File: config.mk
export PLATFORM = sky130hd
export DESIGN_NAME = stc_top
export DESIGN_NICKNAME = d
export VERILOG_FILES = /design/src/stc_pkg.sv /design/src/stc_chop_if.sv /design/src/stc_step_table.sv /design/src/stc_chopper.sv /design/src/stc_top.sv
export VERILOG_INCLUDE_DIRS = /design/src
export SDC_FILE = /design/constraint.sdc
export NUM_CORES = 1
export LEC_CHECK = 0
export BUFFER_PORTS_ARGS = -buffer_cell sky130_fd_sc_hd__buf_2
export CAP_MARGIN = 20
export CORE_AREA = 5 5 197 389
export DETAILED_ROUTE_END_ITERATION = 10
export DIE_AREA = 0 0 202 394
export PLACE_DENSITY_LB_ADDON = 0.08
export SYNTH_ARGS = -nofsm -noshare
export SYNTH_HDL_FRONTEND = slang
export SYNTH_SLANG_ARGS = --single-unit
File: constraint.sdc
create_clock -name hclk -period 26.6 [get_ports hclk]
set_input_delay 1.33 -clock hclk [delete_from_list [all_inputs] [get_ports hclk]]
set_output_delay 1.33 -clock hclk [all_outputs]
set_load 0.05 [all_outputs]
File: src/stc_map.svh
// register map, field positions, reset values and timing figures of the stepper control block
`ifndef STC_MAP_SVH
`define STC_MAP_SVH
// What this block does
// - reset input high forces initial electrical angle
// - reset input pulses under 0.625 us ignored
// - reset holds 100% full step, else 71%
// - origin monitor output low during reset
// - torque select scales current 100% to 10%
// - edge select: rising only, or both edges
// - sense select: internal or external resistor sensing
// - gain select: reference gain 1/5 or 1/10
// - decay select: 6 clocks, 8 clocks, fast, adaptive
// - chopping cycle lasts sixteen oscillator clocks
// - slow decay fills the rest of cycle
// - current limit trip ends charge period
// - charge extends past cycle until trip
// - mixed decay is fast then slow

// register byte offsets on the bus
`define STC_CTRL_ADDR     8'h00
`define STC_STAT_ADDR     8'h04
`define STC_TGT_ADDR      8'h08
`define STC_CTRL_RST      12'h000
// control register field positions
`define STC_F_RES         2:0
`define STC_F_TORQUE      5:3
`define STC_F_EDGE        6
`define STC_F_SENSE       7
`define STC_F_GAIN        8
`define STC_F_DECAY       10:9
`define STC_F_DIR         11
// status and target register field positions
`define STC_F_ANGLE       8:0
`define STC_F_ORIGIN      9
`define STC_F_RSTACT      10
`define STC_F_STATE_A     12:11
`define STC_F_STATE_B     14:13
`define STC_F_TGT_A       9:0
`define STC_F_TGT_B       25:16
// timing and scaling figures
`define STC_CLK_MHZ       50
`define STC_RST_FILT_NS   625
`define STC_CHOP_TICKS    16
`define STC_FAST_375      4'h6
`define STC_FAST_50       4'h8
`define STC_ANGLE_INIT    9'h040
`define STC_FULL_STEP_INC 9'h080
`define STC_FULL_PCT      7'h64
`define STC_PCT_SQ        24'h00_2710
`define STC_CODE_FULL     24'h00_03FF
`endif

File: src/stc_pkg.sv
// shared types of the stepper control block
package stc_pkg;
	typedef enum logic [1:0] {
		STC_CHARGE = 2'b00,
		STC_FAST   = 2'b01,
		STC_SLOW   = 2'b10
	} stc_chop_state_t;
	typedef enum logic [1:0] {
		STC_MIX_375  = 2'b00,
		STC_MIX_50   = 2'b01,
		STC_FAST_ONLY = 2'b10,
		STC_ADAPTIVE = 2'b11
	} stc_decay_t;
endpackage

File: src/stc_chop_if.sv
// signals between the control core and one channel chopper
`timescale 1ns/1ps
interface stc_chop_if;
	import stc_pkg::*;
	logic [9:0]      target;
	logic [9:0]      sense;
	stc_decay_t      decay_sel;
	logic            osc_tick;
	logic            cyc_start;
	logic            trip;
	stc_chop_state_t state;
	modport chop (input target, sense, decay_sel, osc_tick, cyc_start, output trip, state);
	modport ctl  (output target, sense, decay_sel, osc_tick, cyc_start, input trip, state);
endinterface

File: src/stc_step_table.sv
// quarter-wave microstep table: angle index to per-channel magnitude and sign
`timescale 1ns/1ps
`include "stc_map.svh"
module stc_step_table (
	input  wire logic [8:0] angle,
	input  wire logic [2:0] res,
	output logic      [6:0] mag_a,
	output logic      [6:0] mag_b,
	output logic            neg_a,
	output logic            neg_b
);
	// cosine in percent at every sixteenth of a quarter
	function automatic logic [6:0] stc_pt(input logic [4:0] k);
		case (k)
			5'h00, 5'h01: stc_pt = 7'h64;
			5'h02: stc_pt = 7'h62;
			5'h03: stc_pt = 7'h60;
			5'h04: stc_pt = 7'h5C;
			5'h05: stc_pt = 7'h58;
			5'h06: stc_pt = 7'h53;
			5'h07: stc_pt = 7'h4D;
			5'h08: stc_pt = 7'h47;
			5'h09: stc_pt = 7'h3F;
			5'h0A: stc_pt = 7'h38;
			5'h0B: stc_pt = 7'h2F;
			5'h0C: stc_pt = 7'h26;
			5'h0D: stc_pt = 7'h1D;
			5'h0E: stc_pt = 7'h14;
			5'h0F: stc_pt = 7'h0A;
			default: stc_pt = 7'h00;
		endcase
	endfunction

	// finer points interpolate linearly; costs a percent of accuracy, saves a 129-entry rom
	function automatic logic [6:0] stc_cos(input logic [7:0] x);
		logic [6:0] d;
		d = stc_pt(x[7:3]) - stc_pt(x[7:3] + 5'h01);
		stc_cos = stc_pt(x[7:3]) - 7'((10'(d) * 10'(x[2:0])) >> 3);
	endfunction

	logic [7:0] w;
	logic [7:0] wr;
	assign w  = {1'b0, angle[6:0]};
	assign wr = 8'h80 - w;

	// full step runs at full current, finer resolutions follow the sine table
	always_comb begin
		if (res == 3'h0) begin
			mag_a = `STC_FULL_PCT;
			mag_b = `STC_FULL_PCT;
		end else if (angle[7] == 1'b0) begin
			mag_a = stc_cos(w);
			mag_b = stc_cos(wr);
		end else begin
			mag_a = stc_cos(wr);
			mag_b = stc_cos(w);
		end
	end
	assign neg_a = angle[8] ^ angle[7];
	assign neg_b = angle[8];
endmodule

File: src/stc_chopper.sv
// one channel constant-current chopper: charge, fast decay, slow decay
`timescale 1ns/1ps
`include "stc_map.svh"
module stc_chopper
	import stc_pkg::*;
(
	input wire logic hclk,
	input wire logic hresetn,
	stc_chop_if.chop cif
);
	stc_chop_state_t state_q;
	logic            trip_q;
	logic [3:0]      fast_q;

	// compare registered so the trip is a clean flop output
	always_ff @(posedge hclk or negedge hresetn) begin
		if (!hresetn) begin
			trip_q <= 1'b0;
		end else begin
			trip_q <= (cif.sense >= cif.target);
		end
	end

	// fast decay first, then slow decay for the rest of the cycle unless fast-only decay is selected
	always_ff @(posedge hclk or negedge hresetn) begin
		if (!hresetn) begin
			state_q <= STC_CHARGE;
			fast_q  <= 4'h0;
		end else begin
			case (state_q)
				STC_CHARGE: begin // a cycle start never cuts charge short
					// leave on the first oscillator tick after the trip so fast decay spans
					// whole oscillator periods; costs up to one period of extra charge
					if (trip_q && cif.osc_tick) begin
						state_q <= STC_FAST;
						fast_q  <= (cif.decay_sel == STC_MIX_375) ? `STC_FAST_375 : `STC_FAST_50;
					end
				end
				STC_FAST: begin
					if (cif.cyc_start) begin
						state_q <= STC_CHARGE;
					end else if (cif.decay_sel == STC_ADAPTIVE) begin
						if (!trip_q) begin
							state_q <= STC_SLOW;
						end
					end else if (cif.decay_sel != STC_FAST_ONLY && cif.osc_tick) begin
						fast_q <= fast_q - 4'h1;
						if (fast_q == 4'h1) begin
							state_q <= STC_SLOW;
						end
					end
				end
				STC_SLOW: begin
					if (cif.cyc_start) begin
						state_q <= STC_CHARGE;
					end
				end
				default: state_q <= STC_CHARGE;
			endcase
		end
	end
	assign cif.state = state_q;
	assign cif.trip  = trip_q;

	charge_end_a: assert property (@(posedge hclk) disable iff (!hresetn)
		state_q == STC_CHARGE && trip_q && cif.osc_tick |=> state_q == STC_FAST)
		else $error("charge did not end on trip");
	charge_hold_a: assert property (@(posedge hclk) disable iff (!hresetn)
		state_q == STC_CHARGE && !trip_q |=> state_q == STC_CHARGE)
		else $error("charge left without trip");
	slow_rest_a: assert property (@(posedge hclk) disable iff (!hresetn)
		state_q == STC_SLOW && !cif.cyc_start |=> state_q == STC_SLOW)
		else $error("slow decay cut before cycle end");
	fast_only_a: assert property (@(posedge hclk) disable iff (!hresetn)
		state_q == STC_FAST && cif.decay_sel == STC_FAST_ONLY && !cif.cyc_start
		|=> state_q == STC_FAST)
		else $error("fast-only decay fell into slow");
	mix_order_a: assert property (@(posedge hclk) disable iff (!hresetn)
		state_q == STC_SLOW |-> $past(state_q) != STC_CHARGE)
		else $error("slow decay entered straight from charge");
	extend_c: cover property (@(posedge hclk) disable iff (!hresetn)
		state_q == STC_CHARGE && cif.cyc_start ##1 state_q == STC_CHARGE);
endmodule

File: src/stc_top.sv
// stepper angle, torque and decay control with an ahb-lite register slave
`timescale 1ns/1ps
`include "stc_map.svh"
module stc_top
	import stc_pkg::*;
#(
	parameter int OSC_DIV = 8
) (
	input  wire logic        hclk,
	input  wire logic        hresetn,
	input  wire logic        hsel,
	input  wire logic [31:0] haddr,
	input  wire logic [1:0]  htrans,
	input  wire logic        hwrite,
	input  wire logic [2:0]  hsize,
	input  wire logic [31:0] hwdata,
	input  wire logic        hready,
	output logic      [31:0] hrdata,
	output logic             hreadyout,
	output logic             hresp,
	input  wire logic        step_clock,
	input  wire logic        angle_reset,
	input  wire logic [9:0]  sense_int_a,
	input  wire logic [9:0]  sense_int_b,
	input  wire logic [9:0]  sense_ext_a,
	input  wire logic [9:0]  sense_ext_b,
	output logic             angle_origin_flag,
	output logic             chop_oscillator_clock,
	output logic             sense_method_select,
	output logic [1:0]       drive_state_a,
	output logic [1:0]       drive_state_b,
	output logic             phase_neg_a,
	output logic             phase_neg_b,
	output logic [1:0]       current_limit_trip,
	output logic [9:0]       target_code_a,
	output logic [9:0]       target_code_b
);
	localparam int RST_FILT_CYC = (`STC_RST_FILT_NS * `STC_CLK_MHZ + 999) / 1000;
	localparam int CHOP_CYC     = `STC_CHOP_TICKS * OSC_DIV;

	generate
		if (OSC_DIV < 2 || OSC_DIV > 255) begin : g_bad_div
			$error("OSC_DIV must lie in 2..255");
		end
	endgenerate

	// torque select to percent
	function automatic logic [6:0] stc_torque_pct(input logic [2:0] sel);
		case (sel)
			3'h0: stc_torque_pct = 7'h64;
			3'h1: stc_torque_pct = 7'h55;
			3'h2: stc_torque_pct = 7'h46;
			3'h3: stc_torque_pct = 7'h3C;
			3'h4: stc_torque_pct = 7'h32;
			3'h5: stc_torque_pct = 7'h28;
			3'h6: stc_torque_pct = 7'h19;
			default: stc_torque_pct = 7'h0A;
		endcase
	endfunction

	// step current times torque, to full code, halved by the 1/10 reference gain
	function automatic logic [9:0] stc_target(input logic [6:0] mag, input logic [6:0] tq,
			input logic gain_hi);
		logic [23:0] prod;
		prod = 24'(14'(mag) * 14'(tq)) * `STC_CODE_FULL / `STC_PCT_SQ;
		stc_target = gain_hi ? 10'(prod >> 1) : 10'(prod);
	endfunction

	// ---------------- bus slave ----------------
	logic [11:0] ctrl_q;
	logic        wr_pend_q;
	logic [7:0]  wr_addr_q;
	logic        addr_ok;
	logic        ctrl_wr;
	logic [31:0] status_w;
	logic [31:0] target_w;
	logic [31:0] rd_mux;
	logic [11:0] ctrl_view;

	assign addr_ok   = hsel && htrans[1] && hready;
	assign ctrl_wr   = wr_pend_q && wr_addr_q == `STC_CTRL_ADDR;
	assign hreadyout = 1'b1;
	assign hresp     = 1'b0;

	// address phase captured here, write lands in the data phase that follows
	always_ff @(posedge hclk or negedge hresetn) begin
		if (!hresetn) begin
			wr_pend_q <= 1'b0;
			wr_addr_q <= 8'h00;
		end else begin
			wr_pend_q <= addr_ok && hwrite;
			wr_addr_q <= haddr[7:0];
		end
	end

	// control register; all selects live here
	always_ff @(posedge hclk or negedge hresetn) begin
		if (!hresetn) begin
			ctrl_q <= `STC_CTRL_RST;
		end else if (ctrl_wr) begin
			ctrl_q <= hwdata[11:0];
		end
	end

	// a read right behind a write to control sees the new value, not the stale one
	assign ctrl_view = ctrl_wr ? hwdata[11:0] : ctrl_q;
	always_comb begin
		case (haddr[7:0])
			`STC_CTRL_ADDR: rd_mux = {20'h0_0000, ctrl_view};
			`STC_STAT_ADDR: rd_mux = status_w;
			`STC_TGT_ADDR:  rd_mux = target_w;
			default:        rd_mux = 32'h0000_0000;
		endcase
	end

	// read data registered at the address phase so it stands through the data phase
	always_ff @(posedge hclk or negedge hresetn) begin
		if (!hresetn) begin
			hrdata <= 32'h0000_0000;
		end else if (addr_ok && !hwrite) begin
			hrdata <= rd_mux;
		end
	end

	// ---------------- pin synchronisers ----------------
	logic        step_s1_q;
	logic        step_s2_q;
	logic        step_s3_q;
	logic        rst_s1_q;
	logic        rst_s2_q;
	logic [9:0]  sense_s1_q [4];
	logic [9:0]  sense_s2_q [4];
	logic [9:0]  sense_raw  [4];

	assign sense_raw[0] = sense_int_a;
	assign sense_raw[1] = sense_int_b;
	assign sense_raw[2] = sense_ext_a;
	assign sense_raw[3] = sense_ext_b;

	// two flops before any logic; step gets a third for edge detection
	always_ff @(posedge hclk or negedge hresetn) begin
		if (!hresetn) begin
			step_s1_q <= 1'b0;
			step_s2_q <= 1'b0;
			step_s3_q <= 1'b0;
			rst_s1_q  <= 1'b0;
			rst_s2_q  <= 1'b0;
			for (int i = 0; i < 4; i++) begin
				sense_s1_q[i] <= 10'h000;
				sense_s2_q[i] <= 10'h000;
			end
		end else begin
			step_s1_q <= step_clock;
			step_s2_q <= step_s1_q;
			step_s3_q <= step_s2_q;
			rst_s1_q  <= angle_reset;
			rst_s2_q  <= rst_s1_q;
			for (int i = 0; i < 4; i++) begin
				sense_s1_q[i] <= sense_raw[i];
				sense_s2_q[i] <= sense_s1_q[i];
			end
		end
	end

	// ---------------- reset filter ----------------
	logic       rst_act_q;
	logic [5:0] filt_q;

	// a level change must persist the whole filter time before it is taken
	always_ff @(posedge hclk or negedge hresetn) begin
		if (!hresetn) begin
			rst_act_q <= 1'b0;
			filt_q    <= 6'h00;
		end else if (rst_s2_q == rst_act_q) begin
			filt_q <= 6'h00;
		end else if (filt_q == 6'(RST_FILT_CYC - 1)) begin
			rst_act_q <= rst_s2_q;
			filt_q    <= 6'h00;
		end else begin
			filt_q <= filt_q + 6'h01;
		end
	end

	// ---------------- step edges and angle ----------------
	logic       step_rise;
	logic       step_fall;
	logic       step_ev;
	logic [8:0] angle_q;
	logic [8:0] step_inc;
	logic [2:0] res;

	assign res       = ctrl_q[`STC_F_RES];
	assign step_rise = step_s2_q && !step_s3_q;
	assign step_fall = !step_s2_q && step_s3_q;
	assign step_ev   = step_rise || (ctrl_q[`STC_F_EDGE] && step_fall);
	assign step_inc  = (res == 3'h0) ? `STC_FULL_STEP_INC : (9'h001 << (3'h7 - res));

	// electrical angle in 1/128-step units over a full electrical turn
	always_ff @(posedge hclk or negedge hresetn) begin
		if (!hresetn) begin
			angle_q <= `STC_ANGLE_INIT;
		end else if (rst_act_q) begin
			angle_q <= `STC_ANGLE_INIT;
		end else if (step_ev) begin
			angle_q <= ctrl_q[`STC_F_DIR] ? angle_q - step_inc : angle_q + step_inc;
		end
	end

	// origin monitor: high at the initial angle, forced low while reset is held
	always_ff @(posedge hclk or negedge hresetn) begin
		if (!hresetn) begin
			angle_origin_flag <= 1'b0;
		end else begin
			angle_origin_flag <= !rst_act_q && angle_q == `STC_ANGLE_INIT;
		end
	end

	// ---------------- current targets ----------------
	logic [6:0] mag_a;
	logic [6:0] mag_b;
	logic       neg_a;
	logic       neg_b;
	logic [6:0] tq_pct;

	stc_step_table u_table (
		.angle (angle_q),
		.res   (res),
		.mag_a (mag_a),
		.mag_b (mag_b),
		.neg_a (neg_a),
		.neg_b (neg_b)
	);

	assign tq_pct = stc_torque_pct(ctrl_q[`STC_F_TORQUE]);

	// targets and polarities refresh every cycle from angle, torque and gain
	always_ff @(posedge hclk or negedge hresetn) begin
		if (!hresetn) begin
			target_code_a <= 10'h000;
			target_code_b <= 10'h000;
			phase_neg_a   <= 1'b0;
			phase_neg_b   <= 1'b0;
		end else begin
			target_code_a <= stc_target(mag_a, tq_pct, ctrl_q[`STC_F_GAIN]);
			target_code_b <= stc_target(mag_b, tq_pct, ctrl_q[`STC_F_GAIN]);
			phase_neg_a   <= neg_a;
			phase_neg_b   <= neg_b;
		end
	end

	// ---------------- chopping oscillator ----------------
	logic [7:0] div_q;
	logic [3:0] tick_cnt_q;
	logic       osc_tick;
	logic       cyc_start;

	assign osc_tick  = div_q == 8'(OSC_DIV - 1);
	assign cyc_start = osc_tick && tick_cnt_q == 4'(`STC_CHOP_TICKS - 1);

	// divider forms the oscillator clock; sixteen of its periods make one cycle
	always_ff @(posedge hclk or negedge hresetn) begin
		if (!hresetn) begin
			div_q                 <= 8'h00;
			tick_cnt_q            <= 4'h0;
			chop_oscillator_clock <= 1'b0;
		end else begin
			div_q                 <= osc_tick ? 8'h00 : div_q + 8'h01;
			tick_cnt_q            <= osc_tick ? tick_cnt_q + 4'h1 : tick_cnt_q;
			chop_oscillator_clock <= div_q < 8'(OSC_DIV / 2);
		end
	end

	// ---------------- channel choppers ----------------
	stc_chop_if chop_bus [2] ();
	logic [9:0] tgt_arr [2];

	assign tgt_arr[0] = target_code_a;
	assign tgt_arr[1] = target_code_b;

	generate
		for (genvar ch = 0; ch < 2; ch++) begin : g_ch
			assign chop_bus[ch].target    = tgt_arr[ch];
			// one sensing path chosen for both channels: internal detect or external resistor
			assign chop_bus[ch].sense     = ctrl_q[`STC_F_SENSE] ? sense_s2_q[ch + 2]
				: sense_s2_q[ch];
			assign chop_bus[ch].decay_sel = stc_decay_t'(ctrl_q[`STC_F_DECAY]);
			assign chop_bus[ch].osc_tick  = osc_tick;
			assign chop_bus[ch].cyc_start = cyc_start;
			assign current_limit_trip[ch] = chop_bus[ch].trip;
			stc_chopper u_chop (
				.hclk    (hclk),
				.hresetn (hresetn),
				.cif     (chop_bus[ch])
			);
		end
	endgenerate

	assign drive_state_a       = chop_bus[0].state;
	assign drive_state_b       = chop_bus[1].state;
	assign sense_method_select = ctrl_q[`STC_F_SENSE];

	assign status_w = {17'h0_0000, drive_state_b, drive_state_a, rst_act_q,
		angle_origin_flag, angle_q};
	assign target_w = {6'h00, target_code_b, 6'h00, target_code_a};

	// ---------------- checks ----------------
	logic [11:0] cyc_len_q;
	always_ff @(posedge hclk or negedge hresetn) begin
		if (!hresetn) begin
			cyc_len_q <= 12'h000;
		end else begin
			cyc_len_q <= cyc_start ? 12'h000 : cyc_len_q + 12'h001;
		end
	end

	reset_angle_a: assert property (@(posedge hclk) disable iff (!hresetn)
		rst_act_q |=> angle_q == `STC_ANGLE_INIT)
		else $error("angle not held at initial position");
	reset_filter_a: assert property (@(posedge hclk) disable iff (!hresetn)
		$changed(rst_act_q) |-> $past(filt_q) == 6'(RST_FILT_CYC - 1))
		else $error("reset level taken before filter time");
	origin_low_a: assert property (@(posedge hclk) disable iff (!hresetn)
		rst_act_q |=> !angle_origin_flag)
		else $error("origin flag high during reset");
	single_edge_a: assert property (@(posedge hclk) disable iff (!hresetn)
		!rst_act_q && !ctrl_q[`STC_F_EDGE] && step_fall |=> angle_q == $past(angle_q))
		else $error("falling edge stepped in single-edge mode");
	step_move_a: assert property (@(posedge hclk) disable iff (!hresetn)
		!rst_act_q && step_ev && !ctrl_q[`STC_F_DIR]
		|=> angle_q == $past(angle_q) + $past(step_inc))
		else $error("accepted step did not move angle one position");
	chop_period_a: assert property (@(posedge hclk) disable iff (!hresetn)
		cyc_start && $past(cyc_start, 1) == 1'b0 && cyc_len_q != 12'h000
		|-> cyc_len_q == 12'(CHOP_CYC - 1))
		else $error("chopping cycle length wrong");
	torque_scale_a: assert property (@(posedge hclk) disable iff (!hresetn)
		ctrl_q[`STC_F_TORQUE] == 3'h7 |=> target_code_a <= 10'h067)
		else $error("10 percent torque not applied");

	dual_edge_c: cover property (@(posedge hclk) disable iff (!hresetn)
		ctrl_q[`STC_F_EDGE] && step_fall && !rst_act_q);
	reset_taken_c: cover property (@(posedge hclk) disable iff (!hresetn)
		$rose(rst_act_q));
	glitch_c: cover property (@(posedge hclk) disable iff (!hresetn)
		$rose(rst_s2_q) ##1 !rst_s2_q && !rst_act_q);
endmodule

==> results of run 1 <==
==> registers in the layout, indices dropped and copies added (netlist names), 6 cells and up <==
name and flops:
hrdata 25, wr_addr_q 8, filt_q 6, sense_s2_q 40
target_code_b 10, sense_s1_q 40, angle_q 9, div_q 8
g_ch.u_chop.fast_q 8, ctrl_q 12, target_code_a 10
==> worst max-delay path by stage <==
| stage | startpoint | endpoint | depth (start not counted) |
|---|---|---|---|
| 6_report | angle_q[1] | target_code_b[0] | 92 |
| 5_1_grt | angle_q[1] | target_code_a[0] | 93 |
| 4_1_cts | angle_q[1] | target_code_b[0] | 94 |
| 3_5_place_dp | angle_q[1] | target_code_b[0] | 93 |
| 3_3_place_gp | angle_q[1] | target_code_b[0] | 95 |
| 2_1_floorplan | angle_q[3] | target_code_b[0] | 92 |
==> per-stage QoR <==
stage | std cells | hold slack [ps] | setup WS, ps
2_1_floorplan | 3331 | 331 | 3880
3_3_place_gp | 4410 | 332 | 1160
3_5_place_dp | 4411 | 335 | 697
4_1_cts | 4443 | 340 | 553
5_1_grt | 4447 | 359 | 43.6
6_report | 4448 | 340 | 1550
==> layout by cell type, fill, tap and decap left out, drive strengths merged, types with 20 or more instances in the layout <==
cell type,n
inv,324
nor2,286
ha,277
buf,267
nand2,223
a21oi,212
dfrtp,196
fa,179
xnor2,166
o21ai,148
xor2,92
nand3,74
a21o,69
nor3,67
or2,56
o211ai,52
mux2,49
a211oi,49
mux2i,41
o21a,41
and2,38
nand2b,37
and3,37
a31oi,37
o21bai,27
nor4,27
nor2b,25
a211o,22
o31ai,21
o22ai,21
a2111oi,21
a22o,20
or3,20
==> worst reg2reg max path: cells and delay by family (launching register included) <==
family	cells	cell delay, ps
AO/OA/AOI/OAI	36	8800
adder cells (fa/ha/maj)	17	7170
AND/OR/NAND/NOR	18	4540
XOR/XNOR	7	1450
multiplexers	4	1360
buffers and inverters	10	1070
flip-flops	1	510
==> per-layer routing <==
metal	wire length, um	part of all wire	up-vias	track usage
li1	-	-	12200	-
met1	31500	0.37	12400	0.217
met2	48200	0.57	490	0.423
met3	2040	0.024	152	0.0179
met4	2790	0.033	0	0.0718
met5	0	0	-	0
==> layout make-up <==
cell class,instances,area share
inverter,315,0.0370
tap,929,0.0363
multi-input combinational,2705,0.698
timing repair buffer,268,0.0542
clock inverter,15,0.00661
clock buffer,17,0.0133
sequential,197,0.154
antenna,2,0.000157
==> cells by family (layout without fill, tap and decap cells) <==
logic type | count (synthesis) | after routing | synth area share
AO/OA/AOI/OAI | 923 | 923 | 0.238
XOR/XNOR | 258 | 258 | 0.0837
adder cells (fa/ha/maj) | 470 | 470 | 0.249
flip-flops | 197 | 197 | 0.171
multiplexers | 93 | 93 | 0.0359
AND/OR/NAND/NOR | 952 | 952 | 0.163
other | 2 | 11 | 0.000260
buffers and inverters | 429 | 615 | 0.0604
==> what timing repair did <==
item                       in CTS  in global routing
setup endpoints to repair       0                  4
resized for setup               0                 13
hold endpoints to repair        0                  0
hold buffers                    0                  0
buffers inserted                0                  0
==> metrics, run 1 <==
Site Rows=141; unrepaired setup endpoints after global routing=no; first-pass GRT wire length=136,000 um; worst path required time=26,960 ps; Critical R2R Capture=target_code_b[0]; cells after synthesis=3,324; syn_area_per_cell=8.69 um^2; clk sinks=197; pin count of the biggest net entering global routing=126; initial DRC count=1,070; Final TNS setup=0 ps; Crit Reg-Reg Startpoint=angle_q[1]; chip height=394 um; nets=4,076; Synth cell types=139; type of origin of the critical path=flop; clk root buf=clkbuf_16; Worst Path Buf+Inv=10; combined area of the multi-input logic cells=0.0223 mm^2; Slowest cell on crit path=fa_1; maximum clock rate=0.0399 GHz; fin crit period=25,050 ps; DR WL/cell=19.0 um; worst reg2reg path depth=92; layout cells sized above 1=0.153; DRC viols=0; EDFF count, synth=0; Post-synth top flop=dfrtp_1; Final Slew Violations=0; die area=0.0796 mm^2; total CTS buffers=17; #FFs+latches synth=197; TritonCTS clock tree=yes; final hold viol count=0; die width=202 um; asr flop ratio synth=1.00; CP Max Fanout=11; critical path capture point type=flop; synth-to-layout area growth=10.7%; clock skew=19.6 ps; mapped cell area=0.0289 mm^2; fillers=7,311; Post-Route WL=84,500 um; Seq/Total Area, Yosys=0.171; GPL Wtd Cong=0.864; # port buffers=123; Starting Density=0.393; Synth area leader=dfrtp_1; Rel. slew slack=0.338; Clk Latency, worst-skew pair=490 ps; DP HPWL=71,200 um; most frequent cell after synthesis=inv_1; top post-synthesis cells by area=dfrtp_1, fa_1, ha_1, xnor2_1, inv_1; fin area=0.0320 mm^2; # H-tree levels=4; min-delay src=sense_s1_q[24]; hold endpoint=sense_s2_q[24]; vias in the first global route=26,500; cell family with the largest share of critical-path delay=compound AO/OA/AOI/OAI gates; Worst-Margin Slew=988 ps; Hold Crit Class=flop to flop; outcome=finished clean; Arrival @ worst endpoint=25,400 ps; initial antenna violation count=9; reg2reg setup slack=1550 ps; Global Route Usage Sum=0.208; Clock transition at path regs=80 ps; top cells by count, synth=inv_1, nor2_1, ha_1, nand2_1, a21oi_1; maximum clock insertion buffer count=2; Synth top area share=0.170; first-pass detailed-route iteration total=5; Finish-stage setup viols=0; final worst path period share=0.942; Yosys Warn Count=0; worst hold path depth=0; Core Area=0.0736 mm^2; Post-Route Utilization=0.435; critical path class=flop to flop; total grt overflow=0; Area after DPL=0.0312 mm^2; # IOs=181; Sequential Area=0.00493 mm^2; Via density=5.67; max-cap violations=0; Vias=25,200; CP max stage delay=570 ps; antenna viol nets, final=0
Power of run 1 is not shown: default switching activity piles up to over one toggle a cycle in this logic, so the estimate is an artifact.
==> run 2, diff against run 1 <==
==> constraint.sdc (replaced) <==
create_clock -name hclk -period 25.3 [get_ports hclk]
set_input_delay 1.265 -clock hclk [delete_from_list [all_inputs] [get_ports hclk]]
set_output_delay 1.265 -clock hclk [all_outputs]
set_load 0.05 [all_outputs]
==> run 2 against run 1 <==
Against the previous run:
- design area rose by 7.0%
- count of clock-buffer cells in the layout rose by 1
- sequential cell count did not move
- setup slack got worse by 310 ps
- die area did not move
- non-clock buffer count rose by 266
- cell count rose by 6.0%
- maximum frequency rose by 4.1%
- worst hold slack improved by 4.5 ps
- routed wire length rose by 1.9%
- sequential share of layout area fell by 1.0 points
- critical path depth rose by 9
- largest cell class unchanged
==> metrics, run 2 (synthesized netlist as in run 1, its figures left out) <==
Area after DPL=0.0332 mm^2 (+6.4%); Critical Path Stages=101 (+9.8%); clock skew=13.2 ps (-6.40 ps); DR WL/cell=18.3 um (-3.9%); reg2reg setup slack=1240 ps (-310 ps); Global Route Usage Sum=0.213 (+0.00471); Worst-Margin Slew=1030 ps (+37.5 ps); hold_buf cts=0 (unchanged); CP dominant cell by count=buf_4; synth-to-layout area growth=18.5%; Crit Reg-Reg Startpoint=angle_q[0]; clk sinks=197 (unchanged); maximum clock rate=0.0416 GHz (+4.1%); chip height=394 um (unchanged); # H-tree levels=4 (unchanged); clk root buf=clkbuf_16; total grt overflow=0 (unchanged); total CTS buffers=17 (unchanged); # port buffers=123 (unchanged); critical path capture point type=flop; initial DRC count=1,114 (+4.1%); final hold viol count=0 (unchanged); Slowest cell on crit path=fa_1; Clock transition at path regs=80 ps (about the same); pin count of the biggest net entering global routing=74 (-41%); die width=202 um (unchanged); die area=0.0796 mm^2 (unchanged); Vias=26,100 (+3.6%); # IOs=181 (unchanged); CP Max Fanout=10 (-1); Core Area=0.0736 mm^2 (unchanged); Hold Crit Class=flop to flop; Post-Route WL=86,100 um (+1.9%); first-pass GRT wire length=140,000 um (+3.0%); fin crit period=24,060 ps (-988 ps); Worst Path Buf+Inv=21 (+11); antenna viol nets, final=0 (unchanged); hold endpoint=sense_s2_q[17]; Largest regs=sense_s1_q: 40 flops, sense_s2_q: 40 flops, hrdata: 25 flops; Starting Density=0.393 (unchanged); Final Slew Violations=0 (unchanged); first-pass detailed-route iteration total=5 (unchanged); initial antenna violation count=6 (-3); combined area of the multi-input logic cells=0.0226 mm^2 (+1.2%); worst path required time=25,690 ps (-1270 ps); Clk Latency, worst-skew pair=470 ps (-20 ps); DP HPWL=73,100 um (+2.6%); Site Rows=141 (unchanged); CP max stage delay=590 ps (+20 ps); GPL Wtd Cong=0.877 (+1.4%); fin area=0.0342 mm^2 (+7.0%); final worst path period share=0.951 (+0.00932); Critical R2R Capture=target_code_b[0]; worst reg2reg path depth=101 (+9.8%); critical path class=flop to flop; maximum clock insertion buffer count=2 (unchanged); commonest non-fill, non-tap cell in the layout=buf_4; max-cap violations=0 (unchanged); Via density=5.54 (-2.2%); outcome=finished clean; Sequential Area=0.00493 mm^2 (about the same); nets=4,342 (+6.5%); layout cells sized above 1=0.220 (+0.0675); fillers=7,256 (-0.75%); worst setup path start=angle_q[0]; Hold Worst Slack=345 ps (+4.45 ps); most frequent cells in the layout=buf_4, inv_1, nor2_1; Finish-stage setup viols=0 (unchanged); DRC viols=0 (unchanged); TritonCTS clock tree=yes; type of origin of the critical path=flop; Arrival @ worst endpoint=24,450 ps (-950 ps); cell family with the largest share of critical-path delay=compound AO/OA/AOI/OAI gates; min-delay src=sense_s1_q[17]; vias in the first global route=27,800 (+5.1%); worst hold path depth=0 (unchanged); Rel. slew slack=0.311 (-0.0270)
## run 2: how the worst max path moves through the flow
stage	endpoint	slack, ps
floorplan	target_code_b[0]	2580
global placement	target_code_b[0]	1030
detailed placement	target_code_b[0]	700
CTS	target_code_b[0]	550
global route	target_code_b[0]	-10
finish	target_code_b[0]	1240
## run 2: repair_timing
| item | 4_1_cts | 5_1_grt |
|---|---|---|
| hold endpoints to repair | 0 | 0 |
| gates resized for setup | 0 | 60 |
| setup buffers | 0 | 5 |
| setup endpoints to repair | 0 | 4 |
## run 2: layout make-up
class | instances | area share
Inverter | 315 | 0.0345
Sequential cell | 197 | 0.144
Timing Repair Buffer | 534 | 0.109
Multi-Input combinational cell | 2705 | 0.660
Clock inverter | 14 | 0.00556
Antenna cell | 1 | 0.0000731
Tap cell | 929 | 0.0340
Clock buffer | 18 | 0.0128
## run 2: routing by layer
metal / global-route usage / vias to the layer above / part of all wire
met4: 0.0819 / 0 / 0.041
met3: 0.0208 / 185 / 0.026
li1: - / 12700 / -
met2: 0.426 / 500 / 0.56
met1: 0.223 / 12700 / 0.37
met5: 0 / - / 0
## run 2: through the flow
step / setup slack (ps) / setup TNS, ps / util / std cells
after global placement: 1030 / 0 / 0.451 / 4673
after floorplan: 2580 / 0 / - / 3331
final: 1240 / 0 / 0.465 / 4713
after detailed placement: 697 / 0 / 0.451 / 4674
after CTS: 552 / 0 / 0.460 / 4706
after global routing: -15.0 / -21.9 / 0.465 / 4713
Power of run 2 is left out for the same reason.
